<file path="src/rtl/bcdclk_pkg.sv">
// Constants, register map and carrier types of the BCD calendar clock.
// Assumes a single 20 MHz bus clock; the second tick is derived from it.

package bcdclk_pkg;

  // ---------------------------------------------------------------
  // Timing
  // ---------------------------------------------------------------
  localparam int unsigned CLK_HZ = 20_000_000;
  localparam int unsigned TICK_HZ = 1;
  localparam int unsigned SEC_CYCLES = CLK_HZ / TICK_HZ;
  localparam int unsigned UPD_CYCLES = 2;

  // ---------------------------------------------------------------
  // Register byte addresses
  // ---------------------------------------------------------------
  localparam logic [7:0] ADDR_SECONDS = 8'h00;
  localparam logic [7:0] ADDR_MINUTES = 8'h04;
  localparam logic [7:0] ADDR_HOURS = 8'h08;
  localparam logic [7:0] ADDR_WEEKDAY = 8'h0c;
  localparam logic [7:0] ADDR_DATE = 8'h10;
  localparam logic [7:0] ADDR_MONTH = 8'h14;
  localparam logic [7:0] ADDR_YEAR = 8'h18;
  localparam logic [7:0] ADDR_CONTROL = 8'h1c;
  localparam logic [7:0] ADDR_GUARD = 8'h20;
  localparam logic [7:0] ADDR_TICK_EN = 8'h24;
  localparam logic [7:0] ADDR_FLAGS = 8'h28;

  // ---------------------------------------------------------------
  // Field positions
  // ---------------------------------------------------------------
  localparam int unsigned BUSY_BIT = 7;
  localparam int unsigned GUARD_BIT = 7;
  localparam int unsigned TICK_EN_BIT = 2;
  localparam int unsigned TICK_FLAG_BIT = 1;
  localparam int unsigned HFMT_BIT = 6;

  // ---------------------------------------------------------------
  // Digit limits and reset values (Thu 01 Jan, year 00, 00:00:00)
  // ---------------------------------------------------------------
  localparam logic [3:0] DIG_NINE = 4'h9;
  localparam logic [3:0] DIG_ZERO = 4'h0;
  localparam logic [3:0] DIG_ONE = 4'h1;
  localparam logic [3:0] DIG_TWO = 4'h2;
  localparam logic [3:0] DIG_THREE = 4'h3;
  localparam logic [3:0] DIG_FIVE = 4'h5;
  localparam logic [2:0] WK_SAT = 3'h6;
  localparam logic [2:0] WK_SUN = 3'h0;
  localparam logic [2:0] WK_RESET = 3'h4;
  localparam logic [7:0] BCD_FEB = 8'h02;
  localparam logic [7:0] BCD_APR = 8'h04;
  localparam logic [7:0] BCD_JUN = 8'h06;
  localparam logic [7:0] BCD_SEP = 8'h09;
  localparam logic [7:0] BCD_NOV = 8'h11;
  localparam logic [7:0] BCD_DEC = 8'h12;
  localparam logic [7:0] BCD_23 = 8'h23;
  localparam logic [7:0] BCD_28 = 8'h28;
  localparam logic [7:0] BCD_29 = 8'h29;
  localparam logic [7:0] BCD_30 = 8'h30;
  localparam logic [7:0] BCD_31 = 8'h31;
  localparam logic [7:0] BCD_99 = 8'h99;

  // ---------------------------------------------------------------
  // AHB-Lite codes
  // ---------------------------------------------------------------
  localparam logic [1:0] HTRANS_NONSEQ = 2'h2;

  // ---------------------------------------------------------------
  // Carrier types
  // ---------------------------------------------------------------
  typedef struct packed {
    logic [7:0] sec;
    logic [7:0] min;
    logic [7:0] hour;
    logic [2:0] wday;
    logic [7:0] date;
    logic [7:0] mon;
    logic [7:0] year;
  } bcdclk_time_s;

  typedef struct packed {
    logic [24:0] div;
    logic [1:0] upd;
    bcdclk_time_s tm;
    logic hfmt;
    logic guard;
    logic tick_en;
    logic flag;
    logic ap_valid;
    logic ap_write;
    logic [7:0] ap_addr;
    logic [31:0] rdata;
  } bcdclk_state_s;

endpackage

</file>
<file path="src/rtl/bcdclk_top.sv">
// BCD calendar clock with AHB-Lite register slave.
// Assumes one 20 MHz clock, single-word transfers, always-ready master.

`timescale 1ns/1ns
`default_nettype none

module bcdclk_top
  import bcdclk_pkg::*;
#(
  // Clock cycles per second tick
  parameter int unsigned TICK_DIV = SEC_CYCLES
)
(
  input wire logic hclk,
  input wire logic hresetn,
  input wire logic hsel,
  input wire logic [31:0] haddr,
  input wire logic [1:0] htrans,
  input wire logic hwrite,
  input wire logic [2:0] hsize,
  input wire logic [31:0] hwdata,
  input wire logic hready,
  output logic [31:0] hrdata,
  output logic hreadyout,
  output logic hresp,
  output logic tick_irq
);

  bcdclk_state_s s_q;
  bcdclk_state_s s_d;

  // ---------------------------------------------------------------
  // BCD helpers
  // ---------------------------------------------------------------
  // Add one to a two-digit BCD value, carry from units to tens
  function automatic logic [7:0] bcd_inc(input logic [7:0] v);
    logic [7:0] r;
    r = v;
    if (v[3:0] == DIG_NINE) begin
      r[3:0] = DIG_ZERO;
      r[7:4] = v[7:4] + DIG_ONE;
    end else begin
      r[3:0] = v[3:0] + DIG_ONE;
    end
    return r;
  endfunction

  // Last date of the current month, leap year when year divisible by 4
  function automatic logic [7:0] month_last(input logic [7:0] mon, input logic [7:0] yr);
    logic leap;
    logic [7:0] r;
    leap = (yr[4] == 1'b0) ? (yr[1:0] == 2'b00) : (yr[1:0] == 2'b10);
    r = BCD_31;
    if (mon == BCD_FEB) begin
      r = leap ? BCD_29 : BCD_28;
    end else if (mon == BCD_APR || mon == BCD_JUN || mon == BCD_SEP || mon == BCD_NOV) begin
      r = BCD_30;
    end
    return r;
  endfunction

  // Register read mux
  function automatic logic [31:0] read_reg(input bcdclk_state_s st, input logic [7:0] a);
    logic [31:0] r;
    r = 32'h0000_0000;
    unique case (a)
      ADDR_SECONDS: begin
        r[6:0] = st.tm.sec[6:0];
        r[BUSY_BIT] = (st.upd != 2'h0);
      end
      ADDR_MINUTES: r[6:0] = st.tm.min[6:0];
      ADDR_HOURS: begin
        r[5:0] = st.tm.hour[5:0];
        r[HFMT_BIT] = st.hfmt;
      end
      ADDR_WEEKDAY: r[2:0] = st.tm.wday;
      ADDR_DATE: r[5:0] = st.tm.date[5:0];
      ADDR_MONTH: r[4:0] = st.tm.mon[4:0];
      ADDR_YEAR: r[7:0] = st.tm.year;
      ADDR_CONTROL: r[HFMT_BIT] = st.hfmt;
      ADDR_GUARD: r[GUARD_BIT] = st.guard;
      ADDR_TICK_EN: r[TICK_EN_BIT] = st.tick_en;
      ADDR_FLAGS: r[TICK_FLAG_BIT] = st.flag;
      default: r = 32'h0000_0000;
    endcase
    return r;
  endfunction

  // ---------------------------------------------------------------
  // Next-state logic
  // ---------------------------------------------------------------
  logic tick;
  logic roll_min;
  logic roll_hour;
  logic roll_day;
  logic roll_mon;
  logic roll_year;
  logic wr_hit;
  logic tm_wr_ok;
  logic [7:0] wb;

  always_comb begin
    s_d = s_q;
    tick = 1'b0;
    roll_min = 1'b0;
    roll_hour = 1'b0;
    roll_day = 1'b0;
    roll_mon = 1'b0;
    roll_year = 1'b0;
    wb = hwdata[7:0];
    wr_hit = s_q.ap_valid && s_q.ap_write;
    tm_wr_ok = s_q.guard;

    // Busy window countdown
    if (s_q.upd != 2'h0) begin
      s_d.upd = s_q.upd - 2'h1;
    end

    // One-second prescaler
    if (s_q.div == 25'(TICK_DIV - 1)) begin
      s_d.div = '0;
      tick = 1'b1;
    end else begin
      s_d.div = s_q.div + 25'h1;
    end

    // Calendar advance
    if (tick) begin
      s_d.upd = 2'(UPD_CYCLES);
      if (s_q.tm.sec[6:0] == {DIG_FIVE[2:0], DIG_NINE}) begin
        s_d.tm.sec = '0;
        roll_min = 1'b1;
      end else begin
        s_d.tm.sec = bcd_inc(s_q.tm.sec);
      end
      if (roll_min) begin
        if (s_q.tm.min[6:0] == {DIG_FIVE[2:0], DIG_NINE}) begin
          s_d.tm.min = '0;
          roll_hour = 1'b1;
        end else begin
          s_d.tm.min = bcd_inc(s_q.tm.min);
        end
      end
      if (roll_hour) begin
        if (s_q.tm.hour == BCD_23) begin
          s_d.tm.hour = '0;
          roll_day = 1'b1;
        end else begin
          s_d.tm.hour = bcd_inc(s_q.tm.hour);
        end
      end
      if (roll_day) begin
        s_d.tm.wday = (s_q.tm.wday >= WK_SAT) ? WK_SUN : s_q.tm.wday + 3'h1;
        if (s_q.tm.date >= month_last(s_q.tm.mon, s_q.tm.year)) begin
          s_d.tm.date = {DIG_ZERO, DIG_ONE};
          roll_mon = 1'b1;
        end else begin
          s_d.tm.date = bcd_inc(s_q.tm.date);
        end
      end
      if (roll_mon) begin
        if (s_q.tm.mon >= BCD_DEC) begin
          s_d.tm.mon = {DIG_ZERO, DIG_ONE};
          roll_year = 1'b1;
        end else begin
          s_d.tm.mon = bcd_inc(s_q.tm.mon);
        end
      end
      if (roll_year) begin
        s_d.tm.year = (s_q.tm.year == BCD_99) ? 8'h00 : bcd_inc(s_q.tm.year);
      end
    end

    // Register writes in the data phase
    if (wr_hit) begin
      unique case (s_q.ap_addr)
        ADDR_SECONDS: if (tm_wr_ok) begin
          s_d.tm.sec = {1'b0, wb[6:0]};
          s_d.upd = 2'(UPD_CYCLES);
        end
        ADDR_MINUTES: if (tm_wr_ok) begin
          s_d.tm.min = {1'b0, wb[6:0]};
          s_d.upd = 2'(UPD_CYCLES);
        end
        ADDR_HOURS: if (tm_wr_ok) begin
          s_d.tm.hour = {2'b00, wb[5:0]};
          s_d.upd = 2'(UPD_CYCLES);
        end
        ADDR_WEEKDAY: if (tm_wr_ok) begin
          s_d.tm.wday = wb[2:0];
          s_d.upd = 2'(UPD_CYCLES);
        end
        ADDR_DATE: if (tm_wr_ok) begin
          s_d.tm.date = {2'b00, wb[5:0]};
          s_d.upd = 2'(UPD_CYCLES);
        end
        ADDR_MONTH: if (tm_wr_ok) begin
          s_d.tm.mon = {3'b000, wb[4:0]};
          s_d.upd = 2'(UPD_CYCLES);
        end
        ADDR_YEAR: if (tm_wr_ok) begin
          s_d.tm.year = wb;
          s_d.upd = 2'(UPD_CYCLES);
        end
        ADDR_CONTROL: begin
          s_d.hfmt = wb[HFMT_BIT];
          s_d.upd = 2'(UPD_CYCLES);
        end
        ADDR_GUARD: s_d.guard = wb[GUARD_BIT];
        ADDR_TICK_EN: s_d.tick_en = wb[TICK_EN_BIT];
        ADDR_FLAGS: if (!wb[TICK_FLAG_BIT]) begin
          s_d.flag = 1'b0;
        end
        default: s_d.flag = s_d.flag;
      endcase
    end

    // Tick sets the flag, set wins over a clear
    if (tick) begin
      s_d.flag = 1'b1;
    end

    // Address phase capture and read data
    s_d.ap_valid = hsel && hready && (htrans == HTRANS_NONSEQ);
    s_d.ap_write = hwrite;
    s_d.ap_addr = haddr[7:0];
    if (hsel && hready && (htrans == HTRANS_NONSEQ) && !hwrite) begin
      s_d.rdata = read_reg(s_q, haddr[7:0]);
    end
  end

  // ---------------------------------------------------------------
  // State register
  // ---------------------------------------------------------------
  always_ff @(posedge hclk or negedge hresetn) begin
    if (!hresetn) begin
      s_q <= '0;
      s_q.tm.wday <= WK_RESET;
      s_q.tm.date <= {DIG_ZERO, DIG_ONE};
      s_q.tm.mon <= {DIG_ZERO, DIG_ONE};
    end else begin
      s_q <= s_d;
    end
  end

  // ---------------------------------------------------------------
  // Outputs
  // ---------------------------------------------------------------
  assign hrdata = s_q.rdata;
  assign hreadyout = 1'b1;
  assign hresp = 1'b0;
  assign tick_irq = s_q.flag && s_q.tick_en;

endmodule

`default_nettype wire

</file>
<file path="config.mk">
export PLATFORM = sky130hd
export DESIGN_NAME = bcdclk_top
export DESIGN_NICKNAME = d
export VERILOG_FILES = /design/src/rtl/bcdclk_pkg.sv /design/src/rtl/bcdclk_top.sv
export SDC_FILE = /design/constraint.sdc
export NUM_CORES = 1
export LEC_CHECK = 0
export ABC_AREA = 0
export BUFFER_PORTS_ARGS = -buffer_cell sky130_fd_sc_hd__clkbuf_2
export CORE_MARGIN = 2
export CORE_UTILIZATION = 50
export CTS_CLUSTER_DIAMETER = 30
export DETAILED_ROUTE_END_ITERATION = 8
export PLACE_DENSITY_LB_ADDON = 0.25
export SLEW_MARGIN = 20
export SYNTH_ARGS = -nofsm -noshare
export SYNTH_HDL_FRONTEND = slang
export SYNTH_SLANG_ARGS = --single-unit
</file>
<file path="constraint.sdc">
create_clock -name hclk -period 4.5 [get_ports hclk]
set_input_delay 1.125 -clock hclk [delete_from_list [all_inputs] [get_ports hclk]]
set_output_delay 1.125 -clock hclk [all_outputs]
set_load 0.1 [all_outputs]
</file>
=== Word-level counts from Yosys, hierarchy flattened ===
Cells that the tools add are included.
Widths: inputs -> output; s select.

* Output and inout port bits: 35
* Input port bits: 74
* Word-level logic and storage cells: 173
* Bits in registers: 100

* Order comparisons: 3
* Mux-type cells: 78
* Equality and inequality tests: 39
* Reduce and logical (&&, ||, !) cells: 21
* Add/subtract/negate cells: 15

{| class="wikitable"
|+ Operators with widths
! cell !! count
|-
| $mux 8 || 23
|-
| $eq 8x5->1 const B || 9
|-
| $mux 57 || 1
|-
| $eq 8x6->1 const B || 7
|-
| $mux 53 || 1
|-
| $add 4x1->4 const B || 12
|-
| $mux 4 || 12
|-
| $eq 8x4->1 const B || 5
|-
| $eq 8x3->1 const B || 4
|-
| $add 25x1->25 const B || 1
|-
| $eq 25x25->1 const B || 1
|-
| $mux 25 || 1
|-
| $eq 4x4->1 const B || 6
|-
| $mux 1 || 24
|-
| $logic_not 8->1 || 2
|-
| $pmux 1 s8 || 2
|-
| $eq 7x7->1 const B || 2
|-
| $pmux 2 s6 || 1
|-
| $mux 11 || 1
|-
| $mux 10 || 1
|-
| $mux 3 || 3
|-
| $eq 8x2->1 const B || 1
|-
| $eq 8x8->1 const B || 1
|-
| $ge 8x5->1 const B || 1
|-
| other kinds (22) || 34
|}

=== Depth between registers and ports, before layout ===
Gate-level depths: netlist of the first run.

* Depth after elaboration: 21
* Depth in mapped cells: 14
* Gate-level depth less buffers: 12

=== Worst setup path after synthesis of the first run ===
No wires, ideal clock.

* Path kind: register to register
* Start point: register s_q[58] in the netlist's numbering
* End point: register s_q[64] in the netlist's numbering
* Cell stages (with the launch flop): 13
* Arrival: 3.611 ns
* Period minus slack after synthesis: 3.689 ns
* Path slack: 0.811 ns
* Required time: 4.423 ns
* Path buffers: 0
* Setup time: 0.077 ns
* Cell sequence: dfrtp_1 inv_1 ha_1 or4b_2 or4_1 o32a_1 ha_1 nor4b_1 o211ai_1 or4b_2 o41ai_1 a21oi_1 a21oi_1

{| class="wikitable"
|+ RTL lines
! element !! RTL line !! RTL
|-
| start: declaration || bcdclk_top.sv:29 || <nowiki>bcdclk_state_s s_q;</nowiki>
|}

==> out/metrics.yaml, run 1 <==
hold_path:
  hold_path.class: "flop to flop"
critical_path:
  start_kind: "flop"
  cp_max_fo: 5
  end_kind: "flop"
  required_ns: 4.77
  critPathKind: "flop to flop"
  critical_path_arrival_ns: 4.36
job:
  max_cap_viol_count: 0
placed_design:
  pre_cts_slack_ns: 0.4812
  gp_congestion: 0.9091
  dp.cells: 833
  portBuffers: 31
  place_area_mm2: 0.006236
  dp_hpwl_um: 10720
layout:
  num-nets-final: 796
  syn2layout_area_growth_pct: 6.198
  num_antenna_cells: 0
  final_layout_size_suffix_gt1_frac: 0.09843
  final_common_cell: "dfrtp_1"
  fin_area_mm2: 0.006518
  layout_common_cells: "95 x dfrtp_1, 76 x nand2_1, 75 x nor2_1, 47 x o21ai_0, 30 x clkbuf_2"
  post_layout_nonfiller_instances: 848
  fill_cells: 1132
sta:
  grt_setup_unrepaired: "false"
  relSlewSlack: 0.5096
  fmax_mhz: 244.7
  layout_setup_ws_ns: 0.4133
  fin_skew_ns: 0.007724
  tns_ns: 0
  maxSlewViolCount: 0
  worst_pin_slew_ns: 0.7253
  min_period_over_period: 0.9082
  fin_hold_ws_ns: 0.4619
  fin_crit_ns: 4.087
  hold_viol: 0
  final-setup-viol-count: 0
clock_network:
  postCtsSetupBuffers: 0
  clk_pin_slew_ns: 0.07
  ctsResizeCount: 0
  cts_tree: "done"
  ctsHoldBuffers: 0
  cts-root-buf: "clkbuf_16"
  cts_buffers: 9
  htreeDepth: 3
  clkSinkCount: 98
  worst_skew_pair.late_latency_ns: 0.35
  cts.path.max_buffers: 2
global_route:
  grt_pass1_vias: 4681
  overflow: 0
  grt_max_degree: 39
  track_usage: 0.2312
  grt_pass1_wl_um: 23610
  antenna_found_initial: 0
floorplanning:
  io_pins: 109
  dieArea_mm2: 0.01318
  core_mm2: 0.01201
  rows: 40
  die_x_um: 114.8
  initial_utilization: 0.5109
  fp.dieH_um: 114.8
route:
  drc: 0
  vias: 5109
  routedWlPerCell_um: 17.47
  dr.first_iter.drc_count: 364
  antenna_left: 0
  wirelength_um: 14820
  first_pass_iters: 5
  via_per_inst: 6.025
pwr:
  p_per_area_mw_per_mm2: 286.2
  ir_worst_vdd_uv: 211.6
  leakage_nw: 2.898
run_status:
  status: "finished, final reports clean"
synthesis:
  ys_ff_latch: 98
  ys_warn_count: 0
  async_reset_ff_frac: 1.000
  synth_cell_types: 66
  ys_dominant_reg_cell: "dfrtp_1"
  synth_edf_count: 0
  postSynthCellCount: 689
  netlist_area_mm2: 0.006137
  syn_area_per_cell_um2: 8.907
  ys_seq_area_frac: 0.4002
## where the power goes
part	internal, mW	switching, mW
sequential	0.896	0.0204
combinational	0.0399	0.179
clock	0.402	0.328
## synth_stat cells (14+ instances only)
| library cell | number | area share |
|---|---|---|
| nand2_1 | 76 | 0.046 |
| a21oi_1 | 29 | 0.024 |
| nand4_1 | 16 | 0.016 |
| o21ai_0 | 47 | 0.038 |
| nand3_1 | 24 | 0.020 |
| mux2i_1 | 19 | 0.031 |
| buf_4 | 35 | 0.043 |
| xor2_1 | 14 | 0.020 |
| inv_1 | 22 | 0.013 |
| dfrtp_1 | 95 | 0.39 |
| a31oi_1 | 17 | 0.017 |
| and3_1 | 15 | 0.015 |
| nor2_1 | 75 | 0.046 |
| ha_1 | 25 | 0.051 |
| clkbuf_1 | 21 | 0.013 |
## worst max-delay path, stage by stage (launching register included)
cell	delay [ns]
dfrtp_1	0.45
inv_1	0.11
ha_1	0.19
or4b_2	0.59
or4_1	0.47
o32a_1	0.19
ha_1	0.27
nor4b_1	0.25
o211ai_1	0.20
or4b_2	0.72
o41ai_1	0.37
a21oi_1	0.07
a21oi_1	0.12
## layout make-up
cell class / count / area (um2) / area share
multi-input combinational: 532 / 3342 / 0.5128
sequential: 98 / 2456 / 0.3768
clock buffer: 13 / 260.3 / 0.03993
tap: 147 / 183.9 / 0.02822
timing repair buffer: 34 / 180.2 / 0.02764
inverter: 22 / 82.58 / 0.01267
clock inverter: 2 / 12.51 / 0.001920
## per-layer routing
metal / GRT usage / vias up / share of wire
met5: 0 / - / 0
met4: 0.1012 / 0 / 0.027
met3: 0.03637 / 33 / 0.054
met2: 0.3519 / 182 / 0.45
met1: 0.3286 / 2468 / 0.47
li1: - / 2426 / -
## flip-flops by register name, summed over array words and instances (netlist names)
register / cells
tm_wr_ok: 1
s_q: 89
hrdata: 8
## cell families (layout without fill, tap and decap cells)
kind of cell / count (synthesis) / after routing / synth area share
compound gates: 129 / 129 / 0.1276
buf+inv: 83 / 71 / 0.07237
fa+ha+maj: 25 / 25 / 0.05097
flops: 98 / 98 / 0.4002
simple gates: 300 / 300 / 0.2608
xor+xnor: 25 / 25 / 0.03568
other cells: 2 / 26 / 0.001224
mux: 27 / 27 / 0.05117
## path summary, 6_finish.rpt
path                          from       end  slack, ns  cells after the start
setup reg to reg           s_q[58]   s_q[64]       0.41                     12
hold / removal             s_q[97]   s_q[97]       0.46                      1
setup / recovery           s_q[58]   s_q[64]       0.41                     12
hold reg to reg            s_q[97]   s_q[97]       0.46                      1
min in group asynchronous  hresetn  s_q[103]       0.74                      1
max in group asynchronous  hresetn   s_q[62]       2.92                      2
## through the flow
| stage | util | total power [mW] |
|---|---|---|
| final | 0.5426 | 1.865 |
| after global routing | 0.5426 | 1.938 |
| after CTS | 0.5419 | 1.878 |
| after detailed placement | 0.5192 | 1.150 |
| after global placement | 0.5192 | 1.147 |
| after floorplan | - | 1.110 |
(Power assumes the default switching activity.)
==> inputs of run 2 (changes only) <==
--- a/config.mk
+++ b/config.mk
@@ -8,7 +8,7 @@
 export ABC_AREA = 0
 export BUFFER_PORTS_ARGS = -buffer_cell sky130_fd_sc_hd__clkbuf_2
 export CORE_MARGIN = 2
-export CORE_UTILIZATION = 50
+export CORE_UTILIZATION = 25
 export CTS_CLUSTER_DIAMETER = 30
 export DETAILED_ROUTE_END_ITERATION = 8
 export PLACE_DENSITY_LB_ADDON = 0.25
==> out/metrics.yaml, run 2 (same netlist as run 1, synthesis figures left out) <==
sta:
  grt_setup_unrepaired: "false"
  worst_pin_slew_ns: 0.7961
  fin_skew_ns: 0.01151
  hold_viol: 0
  fin_crit_ns: 4.115
  maxSlewViolCount: 0
  min_period_over_period: 0.9144
  relSlewSlack: 0.4673
  tns_ns: 0
  final-setup-viol-count: 0
  fmax_mhz: 243.0
critical_path:
  start_kind: "flop"
  required_ns: 4.79
  critPathMaxStageDelay_ns: 0.72
  cp_slowest_cell: "or4b_2"
  end_kind: "flop"
  crit_cells: 12
  critical_path_arrival_ns: 4.40
  cp_max_fo: 5
  cpLargestDelayFamily: "simple AND/OR/NAND/NOR gates"
  critPathKind: "flop to flop"
  cp_cell_sequence: "inv_1 -> ha_1 -> or4b_2 -> or4_1 -> o32a_1 -> ha_1 -> nor4b_1 -> o211ai_1 -> or4b_2 -> o41ai_1 -> a21oi_1 -> a21oi_1"
  reg2reg_depth: 12
  path_buf_inv: 1
placed_design:
  gp_congestion: 0.7812
  dp_hpwl_um: 11970
  portBuffers: 31
floorplanning:
  core_mm2: 0.02418
  dieArea_mm2: 0.02582
  initial_utilization: 0.2538
  die_x_um: 160.7
  rows: 57
  fp.dieH_um: 160.7
  io_pins: 109
clock_network:
  worst_skew_pair.late_latency_ns: 0.36
  clkSinkCount: 98
  cts_buffers: 9
  postCtsSetupBuffers: 0
  cts-root-buf: "clkbuf_16"
  ctsHoldBuffers: 0
  ctsResizeCount: 0
  htreeDepth: 3
  clk_pin_slew_ns: 0.07
  cts.path.max_buffers: 2
  cts_tree: "done"
global_route:
  grt_pass1_wl_um: 26810
  grt_max_degree: 44
  antenna_found_initial: 0
  met2_usage: 0.2008
  overflow: 0
  use_met3: 0.01911
  track_usage: 0.1322
  met1_usage: 0.1921
  grt_pass1_vias: 4746
  busiest_layer: "met2"
layout:
  largest_register_ffs: 89
  final_layout_size_suffix_gt1_frac: 0.1051
  layout_common_cells: "95 x dfrtp_1, 76 x nand2_1, 75 x nor2_1, 47 x o21ai_0, 30 x clkbuf_2"
  fin_util: 0.2813
  regMostFlops: "s_q"
  final_common_cell: "dfrtp_1"
  num-nets-final: 798
  syn2layout_area_growth_pct: 10.83
  num_antenna_cells: 0
  fill_cells: 2581
route:
  antenna_left: 0
  drc: 0
  wirelength_um: 16520
  dr.first_iter.drc_count: 347
  via_per_inst: 4.795
  first_pass_iters: 4
  routedWlPerCell_um: 16.07
  vias: 4929
hold_path:
  min_path_cells: 2
  hold_path.class: "flop to flop"
pwr:
  p_per_area_mw_per_mm2: 297.2
  ir_worst_vdd_uv: 177.0
  leakage_nw: 2.935
job:
  max_cap_viol_count: 0
run_status:
  status: "finished, final reports clean"
run 2: power by group:
| group | switching [mW] | total (mW) | leakage, nW | internal (mW) |
|---|---|---|---|---|
| Sequential | 0.0207 | 0.916 | 1.17 | 0.895 |
| Combinational | 0.181 | 0.221 | 1.60 | 0.0403 |
| Clock | 0.380 | 0.885 | 0.159 | 0.504 |
| Total | 0.582 | 2.02 | 2.94 | 1.44 |
run 2: path summary, 6_finish.rpt:
kind | startpoint | endpoint | slack, ns
max in group asynchronous | hresetn | s_q[45] | 2.88
worst min register to register | hrdata[7] | hrdata[7] | 0.48
worst max-delay path | s_q[58] | s_q[64] | 0.39
worst min-delay path | hrdata[7] | hrdata[7] | 0.48
worst max register to register | s_q[58] | s_q[64] | 0.39
min in group asynchronous | hresetn | s_q[116] | 0.77
run 2: through the flow:
step / instances / hold slack, ns / area, um2 / total power, mW / worst slack (ns)
after floorplan: 713 / 0.4363 / 6227 / 1.110 / 0.8114
after global placement: 1012 / 0.4610 / 6472 / 1.156 / 0.4424
after detailed placement: 1012 / 0.4699 / 6472 / 1.156 / 0.3935
after CTS: 1028 / 0.4824 / 6802 / 2.041 / 0.3834
after global routing: 1028 / 0.5107 / 6802 / 2.093 / 0.2029
final: 1028 / 0.4800 / 6802 / 2.022 / 0.3853
run 2: final cells by class:
cell class / count / area, um2 / share of cell area
sequential: 98 / 2456 / 0.3611
inverter: 22 / 82.58 / 0.01214
clock buffer: 10 / 239.0 / 0.03514
tap: 324 / 405.4 / 0.05960
multi-input combinational: 532 / 3333 / 0.4901
timing repair buffer: 36 / 195.2 / 0.02870
clock inverter: 6 / 90.09 / 0.01325
run 2: per-layer routing:
| metal | vias up | share of wire |
|---|---|---|
| met4 | 0 | 0.014 |
| met1 | 2398 | 0.50 |
| li1 | 2429 | - |
| met3 | 14 | 0.040 |
| met5 | - | 0 |
| met2 | 88 | 0.45 |
run 2: worst min-delay path: stages (launching register included):
cell and delay, ns:
dfrtp_1 0.34, nand2_1 0.05, o21ai_0 0.06
==> inputs of run 3 (changes only) <==
--- a/config.mk
+++ b/config.mk
@@ -11,7 +11,7 @@
 export CORE_UTILIZATION = 25
 export CTS_CLUSTER_DIAMETER = 30
 export DETAILED_ROUTE_END_ITERATION = 8
-export PLACE_DENSITY_LB_ADDON = 0.25
+export PLACE_DENSITY = 0.48
 export SLEW_MARGIN = 20
 export SYNTH_ARGS = -nofsm -noshare
 export SYNTH_HDL_FRONTEND = slang
==> out/metrics.yaml, run 3 (same netlist as run 1, synthesis figures left out) <==
critical_path:
  cp_max_fo: 5
  cp_slowest_cell: "or4b_2"
  setup.worst_path.end: "s_q[63]"
  r2r_setup_slack_ns: 0.41
  end_kind: "flop"
  rr_endpoint: "s_q[63]"
  start_kind: "flop"
  crit_start: "s_q[58]"
  required_ns: 4.77
  critPathMaxStageDelay_ns: 0.72
  reg2reg_depth: 11
  timing.rr.start: "s_q[58]"
  cp_cell_sequence: "inv_1 -> ha_1 -> or4b_2 -> or4_1 -> o32a_1 -> ha_1 -> nor4b_1 -> o211ai_1 -> or4b_2 -> or3_1 -> a21oi_1"
  critPathKind: "flop to flop"
  critical_path_arrival_ns: 4.36
pwr:
  p_int_mw: 1.327
  seqPwrFrac: 0.489
  leakage_nw: 2.899
  clockPowerShare: 0.393
  p_per_area_mw_per_mm2: 278.3
  ir_worst_vdd_uv: 171.0
  p_switching_mw: 0.5465
  netSwitchingFraction: 0.2918
  comb_power_share: 0.118
floorplanning:
  die_x_um: 160.7
  rows: 57
  initial_utilization: 0.2538
  dieArea_mm2: 0.02582
  io_pins: 109
  core_mm2: 0.02418
  fp.dieH_um: 160.7
sta:
  min_period_over_period: 0.9088
  grt_setup_unrepaired: "false"
  maxSlewViolCount: 0
  fin_crit_ns: 4.090
  worst_pin_slew_ns: 0.7963
  tns_ns: 0
  hold_viol: 0
  fin_skew_ns: 0.01247
  final-setup-viol-count: 0
  fmax_mhz: 244.5
  relSlewSlack: 0.4672
  fin_hold_ws_ns: 0.4661
placed_design:
  portBuffers: 31
  dp.cells: 1010
  dp_hpwl_um: 11760
  gp_congestion: 0.8161
layout:
  layout_common_cells: "95 x dfrtp_1, 76 x nand2_1, 75 x nor2_1, 47 x o21ai_0, 30 x clkbuf_2"
  largest_register_ffs: 89
  final_common_cell: "dfrtp_1"
  multi_input_area_mm2: 0.003333
  final_layout_size_suffix_gt1_frac: 0.09972
  syn2layout_area_growth_pct: 9.664
  post_layout_nonfiller_instances: 1026
  fill_cells: 2567
  num_antenna_cells: 0
  regMostFlops: "s_q"
  ff_latch_area_mm2: 0.002456
  num-nets-final: 796
global_route:
  grt_pass1_wl_um: 26470
  track_usage: 0.1296
  grt_pass1_vias: 4782
  antenna_found_initial: 0
  overflow: 0
  grt_max_degree: 51
route:
  dr.first_iter.drc_count: 271
  drc: 0
  wirelength_um: 16210
  antenna_left: 0
  vias: 4897
  via_per_inst: 4.773
  first_pass_iters: 4
  routedWlPerCell_um: 15.80
clock_network:
  clk_pin_slew_ns: 0.07
  cts-root-buf: "clkbuf_16"
  cts_tree: "done"
  htreeDepth: 3
  cts.path.max_buffers: 2
  postCtsSetupBuffers: 0
  ctsHoldBuffers: 0
  cts_buffers: 9
  worst_skew_pair.late_latency_ns: 0.35
  clkSinkCount: 98
  ctsResizeCount: 0
job:
  max_cap_viol_count: 0
run_status:
  status: "finished, final reports clean"
hold_path:
  hold_path.class: "flop to flop"
-- run 3: changes by cell type in the layout (fill, tap and decap cells not counted) --
cell and change:
buf_4 -2, bufinv_16 -2, clkbuf_1 +2, clkinv_2 +1, clkinv_4 -2, inv_6 +1
-- run 3: layout make-up --
class / instances / area share
clock inverter: 4 / 0.003904
multi-input combinational: 532 / 0.4953
inverter: 22 / 0.01227
clock buffer: 12 / 0.03662
sequential: 98 / 0.3649
timing repair buffer: 34 / 0.02677
tap: 324 / 0.06023
-- run 3: per-stage QoR --
stage	setup slack [ns]	cell area (um2)	utilization	total power [mW]
global route	0.09846	6730	0.2784	1.951
finish	0.4103	6730	0.2784	1.873
CTS	0.4440	6730	0.2784	1.901
detailed placement	0.4594	6457	0.2671	1.155
global placement	0.4547	6457	0.2671	1.155
floorplan	0.8114	6227	-	1.110
-- run 3: worst max-delay path: cells and delay by family (launching register included) --
family / cells / cell delay [ns]
and+or+nand+nor: 5 / 2.44
AOI/OAI and AO/OA: 3 / 0.54
adders and majority gates: 2 / 0.46
buffers and inverters: 1 / 0.11
DFF: 1 / 0.47
-- run 3: power groups by stage --
stage	Clock [mW]	Combinational [mW]	Sequential [mW]
3_3_place_gp	0	0.223	0.933
4_1_cts	0.762	0.223	0.916
3_5_place_dp	0	0.223	0.933
5_1_grt	0.795	0.238	0.918
6_report	0.736	0.221	0.916
2_1_floorplan	0	0.185	0.925
-- run 3: worst min-delay path by stage --
| stage | startpoint | to | slack, ns | cells after the start |
|---|---|---|---|---|
| after floorplan | s_q[97] | s_q[97] | 0.44 | 1 |
| after global placement | s_q[97] | s_q[97] | 0.45 | 1 |
| after detailed placement | s_q[97] | s_q[97] | 0.46 | 1 |
| after CTS | s_q[97] | s_q[97] | 0.47 | 1 |
| after global routing | s_q[97] | s_q[97] | 0.50 | 1 |
| final | s_q[97] | s_q[97] | 0.47 | 1 |
-- run 3: layer usage --
metal / share of wire / global-route usage / up-vias / wire [um]
met5: 0 / 0 / - / 0
met4: 0.018 / 0.04586 / 0 / 287
met3: 0.030 / 0.02169 / 15 / 491
met1: 0.51 / 0.1839 / 2386 / 8264
li1: - / - / 2425 / -
met2: 0.44 / 0.1991 / 71 / 7166
